**src/fbio_defs.svh**
```systemverilog
// Register offsets, field positions, codes and reset values of the state registers
`ifndef FBIO_DEFS_SVH
`define FBIO_DEFS_SVH

`define FBIO_OFS_CTRL 16'h0120
`define FBIO_OFS_STAT 16'h0130
`define FBIO_OFS_CODE 16'h0134
`define FBIO_OFS_INPUT 16'h4000
`define FBIO_OFS_DIAG 16'h4001
`define FBIO_OFS_OUTPUT 16'h5000
`define FBIO_OFS_SAFE_MODE 16'h2100
`define FBIO_OFS_SAFE_VAL 16'h2102

`define FBIO_STATE_LSB 0
`define FBIO_STATE_MSB 3
`define FBIO_FLAG_BIT 4

`define FBIO_CODE_INIT 4'h1
`define FBIO_CODE_PREOP 4'h2
`define FBIO_CODE_BOOT 4'h3
`define FBIO_CODE_SAFEOP 4'h4
`define FBIO_CODE_OP 4'h8

`define FBIO_ERR_NONE 16'h0000
`define FBIO_ERR_INVALID 16'h0011
`define FBIO_ERR_UNKNOWN 16'h0012

`define FBIO_DIAG_MASK 32'h0000_003F
`define FBIO_ENTRY_COUNT 8'h01

`define FBIO_SAFE_ZERO 2'h0
`define FBIO_SAFE_ONE 2'h1
`define FBIO_SAFE_HOLD 2'h2
`define FBIO_SAFE_PATTERN 2'h3

`define FBIO_RST_CTRL 16'h0001
`define FBIO_RST_CODE 16'h0000
`define FBIO_RST_OUT 8'h00

`endif

```
**src/fbio_pkg.sv**
```systemverilog
// Types shared by the fieldbus I/O state register block
`default_nettype none
package fbio_pkg;
    typedef enum logic [2:0] {
        FBIO_ST_INIT,
        FBIO_ST_PREOP,
        FBIO_ST_BOOT,
        FBIO_ST_SAFEOP,
        FBIO_ST_OP
    } fbio_state_t;
endpackage
`default_nettype wire

```
**src/fbio_regs.sv**
```systemverilog
// State registers, process image and output substitution of the fieldbus I/O slave
`include "fbio_defs.svh"
`default_nettype none
module fbio_regs
    import fbio_pkg::*;
#(
    parameter int IO_WIDTH = 8
) (
    // Clock and reset
    input wire logic sys_clk,
    input wire logic rst_n,
    // Register port of the master
    input wire logic reg_wr,
    input wire logic [15:0] reg_addr,
    input wire logic [15:0] reg_wdata,
    input wire logic [7:0] reg_subidx,
    output logic [31:0] reg_rdata,
    // Local state requests above pre-operational
    input wire logic go_safeop,
    input wire logic go_op,
    // Field side
    input wire logic [IO_WIDTH-1:0] din,
    input wire logic [5:0] diag_flags,
    output logic [IO_WIDTH-1:0] dout
);
    // State, change flag, error code and control copy
    fbio_state_t state_q, state_d;
    logic flag_q, flag_d;
    logic [15:0] code_q, code_d;
    logic [15:0] ctrl_q, ctrl_d;

    // Output byte, substitute configuration and pin drive
    logic [IO_WIDTH-1:0] out_q, out_d, safe_val_q, safe_val_d, last_q, last_d, dout_d;
    logic [1:0] safe_mode_q, safe_mode_d;
    logic [IO_WIDTH-1:0] subst;

    // Decoded state code, requested state, write strobes and diagnostic word
    logic [3:0] state_code;
    logic [3:0] req;
    logic ctrl_hit, out_hit, mode_hit, val_hit;
    logic [31:0] diag_word;

    // Status code for the current state
    always_comb begin
        case (state_q)
            FBIO_ST_INIT: state_code = `FBIO_CODE_INIT;
            FBIO_ST_PREOP: state_code = `FBIO_CODE_PREOP;
            FBIO_ST_BOOT: state_code = `FBIO_CODE_BOOT;
            FBIO_ST_SAFEOP: state_code = `FBIO_CODE_SAFEOP;
            FBIO_ST_OP: state_code = `FBIO_CODE_OP;
            default: state_code = `FBIO_CODE_INIT;
        endcase
    end

    // Requested state field of a control write
    assign req = reg_wdata[`FBIO_STATE_MSB:`FBIO_STATE_LSB];

    // Write strobes per object; substitute configuration only lands in pre-operational
    assign ctrl_hit = reg_wr && (reg_addr == `FBIO_OFS_CTRL);
    assign out_hit = reg_wr && (reg_addr == `FBIO_OFS_OUTPUT);
    assign mode_hit = reg_wr && (state_q == FBIO_ST_PREOP) && (reg_addr == `FBIO_OFS_SAFE_MODE);
    assign val_hit = reg_wr && (state_q == FBIO_ST_PREOP) && (reg_addr == `FBIO_OFS_SAFE_VAL)
        && (reg_subidx == 8'h01);

    // Diagnostic word with its reserved bits forced low
    assign diag_word = {26'h0, diag_flags} & `FBIO_DIAG_MASK;

    // Slave state machine, change flag and error code
    always_comb begin
        state_d = state_q;
        flag_d = flag_q;
        code_d = code_q;
        ctrl_d = ctrl_q;
        // A master control write outranks a local request in the same cycle; that local request is dropped
        if (ctrl_hit) begin
            ctrl_d = reg_wdata;
            // Clear first, so a failing request in the same write raises the flag again
            if (reg_wdata[`FBIO_FLAG_BIT]) begin
                flag_d = 1'b0;
            end
            case (req)
                `FBIO_CODE_INIT: begin
                    state_d = FBIO_ST_INIT;
                    code_d = `FBIO_ERR_NONE;
                end
                `FBIO_CODE_PREOP: begin
                    // Bootstrap is left through init only; the flag tells the master it landed elsewhere
                    if (state_q == FBIO_ST_BOOT) begin
                        state_d = FBIO_ST_INIT;
                        flag_d = 1'b1;
                    end else begin
                        state_d = FBIO_ST_PREOP;
                        code_d = `FBIO_ERR_NONE;
                    end
                end
                `FBIO_CODE_BOOT: begin
                    if (state_q == FBIO_ST_INIT || state_q == FBIO_ST_BOOT) begin
                        state_d = FBIO_ST_BOOT;
                        code_d = `FBIO_ERR_NONE;
                    end else begin
                        flag_d = 1'b1;
                        code_d = `FBIO_ERR_INVALID;
                    end
                end
                default: begin
                    // Codes 0 and 4 to 15 are unknown on this path: state held, flag and code raised
                    flag_d = 1'b1;
                    code_d = `FBIO_ERR_UNKNOWN;
                end
            endcase
        end else if (go_safeop && state_q == FBIO_ST_PREOP) begin
            // Local requests climb one step at a time and flag the change for the master
            state_d = FBIO_ST_SAFEOP;
            flag_d = 1'b1;
        end else if (go_op && state_q == FBIO_ST_SAFEOP) begin
            state_d = FBIO_ST_OP;
            flag_d = 1'b1;
        end
    end

    // Output byte, substitute mode and pattern
    always_comb begin
        out_d = out_q;
        safe_mode_d = safe_mode_q;
        safe_val_d = safe_val_q;
        // Hold value tracks the byte only while operational, so it keeps what the pins last showed in operational
        last_d = (state_q == FBIO_ST_OP) ? out_q : last_q;
        if (out_hit) begin
            out_d = reg_wdata[IO_WIDTH-1:0];
        end
        if (mode_hit) begin
            safe_mode_d = reg_wdata[1:0];
        end
        if (val_hit) begin
            safe_val_d = reg_wdata[IO_WIDTH-1:0];
        end
    end

    // Substitute level per output, bit 7 for output 8 down to bit 0 for output 1
    for (genvar gi = 0; gi < IO_WIDTH; gi++) begin : g_subst
        assign subst[gi] = (safe_mode_q == `FBIO_SAFE_ZERO) ? 1'b0
            : (safe_mode_q == `FBIO_SAFE_ONE) ? 1'b1
            : (safe_mode_q == `FBIO_SAFE_HOLD) ? last_q[gi]
            : safe_val_q[gi];
    end

    // Pin drive: the output byte only while operational, the substitute in every other state
    always_comb begin
        dout_d = subst;
        if (state_q == FBIO_ST_OP) begin
            dout_d = out_q;
        end
    end

    // State machine registers
    always_ff @(posedge sys_clk or negedge rst_n) begin
        if (!rst_n) begin
            state_q <= FBIO_ST_INIT;
            flag_q <= 1'b0;
            code_q <= `FBIO_RST_CODE;
            ctrl_q <= `FBIO_RST_CTRL;
        end else begin
            state_q <= state_d;
            flag_q <= flag_d;
            code_q <= code_d;
            ctrl_q <= ctrl_d;
        end
    end

    // Output byte and substitute configuration registers
    always_ff @(posedge sys_clk or negedge rst_n) begin
        if (!rst_n) begin
            out_q <= IO_WIDTH'(`FBIO_RST_OUT);
            safe_val_q <= IO_WIDTH'(`FBIO_RST_OUT);
            last_q <= IO_WIDTH'(`FBIO_RST_OUT);
            safe_mode_q <= `FBIO_SAFE_ZERO;
        end else begin
            out_q <= out_d;
            safe_val_q <= safe_val_d;
            last_q <= last_d;
            safe_mode_q <= safe_mode_d;
        end
    end

    // Pins come from a flop so a mode or state change never glitches them; reset drives all low
    always_ff @(posedge sys_clk or negedge rst_n) begin
        if (!rst_n) begin
            dout <= IO_WIDTH'(`FBIO_RST_OUT);
        end else begin
            dout <= dout_d;
        end
    end

    // Read mux; reads have no side effects and unmapped offsets read zero
    always_comb begin
        reg_rdata = 32'h0000_0000;
        // Subindex 0 of each process object reports its entry count
        case (reg_addr)
            `FBIO_OFS_CTRL: reg_rdata = {16'h0000, ctrl_q};
            `FBIO_OFS_STAT: reg_rdata = {27'h0, flag_q, state_code};
            `FBIO_OFS_CODE: reg_rdata = {16'h0000, code_q};
            `FBIO_OFS_INPUT: reg_rdata = (reg_subidx == 8'h00) ? {24'h0, `FBIO_ENTRY_COUNT} : {24'h0, din};
            `FBIO_OFS_DIAG: reg_rdata = (reg_subidx == 8'h00) ? {24'h0, `FBIO_ENTRY_COUNT} : diag_word;
            `FBIO_OFS_OUTPUT: reg_rdata = (reg_subidx == 8'h00) ? {24'h0, `FBIO_ENTRY_COUNT} : {24'h0, out_q};
            `FBIO_OFS_SAFE_MODE: reg_rdata = {30'h0, safe_mode_q};
            `FBIO_OFS_SAFE_VAL: reg_rdata = {24'h0, safe_val_q};
            default: reg_rdata = 32'h0000_0000;
        endcase
    end
endmodule
`default_nettype wire

```
**config.mk**
```make
export PLATFORM = sky130hd
export DESIGN_NAME = fbio_regs
export DESIGN_NICKNAME = d
export VERILOG_FILES = /design/src/fbio_pkg.sv /design/src/fbio_regs.sv
export VERILOG_INCLUDE_DIRS = /design/src
export SDC_FILE = /design/constraint.sdc
export NUM_CORES = 1
export LEC_CHECK = 0
export ABC_CLOCK_PERIOD_IN_PS = 2840
export BUFFER_PORTS_ARGS = -buffer_cell sky130_fd_sc_hd__buf_2
export CORE_MARGIN = 4
export CORE_UTILIZATION = 40
export CTS_BUF_LIST = sky130_fd_sc_hd__clkbuf_8 sky130_fd_sc_hd__clkbuf_16
export DETAILED_ROUTE_END_ITERATION = 6
export PLACE_DENSITY = 0.68
export SKIP_LAST_GASP = 1
export SLEW_MARGIN = 20
export SYNTH_ARGS = -nofsm -noshare
export SYNTH_HDL_FRONTEND = slang
export SYNTH_SLANG_ARGS = --single-unit
```
**constraint.sdc**
```tcl
create_clock -name sys_clk -period 2.84 [get_ports sys_clk]
set_input_delay 0.426 -clock sys_clk [delete_from_list [all_inputs] [get_ports sys_clk]]
set_output_delay 0.426 -clock sys_clk [all_outputs]
set_load 0.01 [all_outputs]
```
==> impl_results.md <==
- Vias per cell: 5.17
- WP depth: 7
- Worst EP arrival: 2300 ps
- Row cnt: 32
- CTS Sinks: 57
- Critical path class: in -> out
- Dpl cell area: 0.00367 mm2
- Core area: 0.00769 mm2
- Maximum capacitance violations: 0
- Fin crit period: 2730 ps
- Max-slew violation count: 0
- Status: finished clean
- Worst-path maximum fanout: 6
- Dpl hpwl: 6.35 mm
- Postcts setup bufs: 0
- Routed wire length: 8.27 mm
- Sw frac: 26.4%
- Hold Slack: 220 ps
- Slowest CP cell: or4_1
- Syn_area_per_cell: 9.14 um2
- Setup TNS: 0 ps
- Synth cell types: 55
- RSZ-0062 raised after global routing: true
- GP Congestion: 0.946
- Cell Int Power: 1.57 mW
- Worst Path Required: 2410 ps
- Final period util: 96.1%
- Logic pwr share: 14.6%
- R2r worst-path depth: 6
- Share of total power in sequential cells: 42.1%
- Static leakage: 2.01 nW
- Register Area: 0.00143 mm2
- Final hold vios: 0
- Largest stage delay, worst path: 610 ps
- Worst path bufs/invs: 2
- Post-route insts no fill: 543
- Slew @ Worst Pin: 709 ps
- Reg clk slew, reported paths: 60 ps
- R2R setup slack: 700 ps
- Peak VDD IR: 0.000415 V
- Die area: 0.00934 mm2
- # diodes: 0
- Dpl cells: 527
- First-pass GRT wire length: 13.7 mm
- Hold Crit Class: in -> async
- Synth async-reset ratio: 100%
- DRT Pass-1 Iters: 4
- Final #Nets: 495
- Multi-input combinational cell area: 0.00158 mm2
- TritonCTS buffer count: 9
- Initial Utilization: 40.9%
- Top_reg_cell synth: dfrtp_1
- CTS tree: built
- Post-route cell area: 0.00393 mm2
- Seq/Total Area, Yosys: 45.4%
- Gate Count Post-Synth: 344
- Overall Power: 2.14 mW
- Root buf cell: clkbuf_8
- # DRC: 0
- Critical path endpoint category: output port
- Grt total ovfl: 0
- Clock latency on the worst-skew pair: 340 ps
- Area of the mapped netlist: 0.00314 mm2
- CTS Buffer Depth: 2
- Avg WL per Cell: 15.2 um
- Pwr dens: 545 mW/mm2
- Synthesis-to-layout area growth: 24.8%
- Die Width: 96.7 um
- Antenna violations before repair: 0
- Via Count: 2806
- Most used cell, CP: buf_2
- Power share of the clock group: 43.3%
- Crit path max-delay family: simple AND/OR/NAND/NOR gates
- Syn. warnings: 0
- Via count of the first global-routing pass: 2874
- CP cell instances: buf_2 > or4_1 > nor4_1 > and2_2 > a2bb2oi_1 > o221ai_1 > buf_2
- Worst Skew: 9.89 ps
- Global Route Usage Sum: 18.0%
- Setup Viol. Count Final: 0
- Psw: 0.565 mW
- Most frequent cells in the layout: nand2_1, buf_2, dfrtp_1, o21ai_0, mux2_2
- H-tree levels: 3
- DRT iter0 DRCs: 200
- Slew HR: 52.8%
- Die Height: 96.7 um
- Final ANT Viol Nets: 0
- Synth Register Bits: 57
- Largest net degree at the start of global routing: 58
- FILL cells: 732
- Commonest non-fill, non-tap cell in the layout: nand2_1
- Number of flops mapped to enable cells by yosys: 0
- Startpoint types: primary input
- I/O pin cnt: 99
- Port-buffer cells: 82
- FMAX: 0.366 GHz
- Layout cells sized above 1: 33.6%
## stage by stage
| step | worst slack [ps] | utilization [%] |
|---|---|---|
| after detailed placement | 72.1 | 47.8 |
| after global placement | 73.3 | 47.8 |
| after global routing | -0.540 | 51.1 |
| after CTS | 67.3 | 51.0 |
| final | 110 | 51.1 |
| after floorplan | 109 | - |
## path summary, 6_finish.rpt
check	start	to
setup / recovery	reg_addr[5]	reg_rdata[2]
hold / removal	rst_n	safe_val_q[2]$_DFFE_PN0P_
setup reg to reg	state_q[0]$_DFFE_PN0P_	safe_val_q[3]$_DFFE_PN0P_
hold reg to reg	ctrl_q[9]$_DFFE_PN0N_	ctrl_q[9]$_DFFE_PN0N_
max in group asynchronous	rst_n	state_q[2]$_DFFE_PN0P_
min in group sys_clk	reg_wdata[12]	ctrl_q[12]$_DFFE_PN0N_
## layout make-up
class	count	area share, %
Clock inverter	6	2.71
Inverter	3	0.287
Clock buffer	10	3.51
Tap cell	102	3.25
Sequential cell	57	36.4
Timing Repair Buffer	98	13.5
Multi-Input combinational cell	267	40.4
## flip-flops by register name (all words and copies together) (netlist names)
register,count
last_q,8
safe_mode_q,2
dout,8
safe_val_q,8
ctrl_q,16
code_q,3
state_q,3
out_q,8
flag_q,1
## metal layers
layer	vias up	global-route usage, %	wire, um
met5	-	0	0
li1	1367	-	-
met1	1326	21.3	3290
met2	91	30.6	4290
met3	22	5.05	477
met4	0	7.67	216
## worst register-to-register path: cells and delay by family, from the launching register on
kind / cells / cell delay (ps)
buffers and inverters: 1 / 220
flip-flops: 1 / 450
multiplexers: 1 / 350
AND/OR/NAND/NOR: 4 / 990
## kinds of logic after synthesis
kind of cell / synth area share [%]
AOI/OAI and AO/OA: 13.3
xor gates and xnor gates: 0.279
buffers and inverters: 6.49
DFF: 45.4
muxes: 9.15
other: 0.119
and+or+nand+nor: 25.2
## power by group through the flow
| stage | clock network, mW | registers, mW | logic (mW) |
|---|---|---|---|
| after floorplan | 0 | 0.886 | 0.232 |
| after global placement | 0 | 0.911 | 0.307 |
| after detailed placement | 0 | 0.915 | 0.316 |
| after CTS | 0.940 | 0.901 | 0.317 |
| after global routing | 0.986 | 0.908 | 0.359 |
| final | 0.926 | 0.901 | 0.313 |
## synthesized netlist by cell type (5+ instances only)
cell      instances  area share (%)
nor2_1           15             1.8
nand2_1          86              10
nor3_1           12             1.9
a22oi_1           5             1.2
clkbuf_1         13             1.6
o21ai_0          23             3.7
and2_1           11             2.2
buf_4            17             4.1
mux2_2           22             7.9
dfrtp_1          56              45
a21oi_1          10             1.6
## repair_timing
item                       CTS  global route
hold buffers                 0             0
setup endpoints to repair    0             5
gates resized for setup      0             2
(Power assumes the default switching activity.)
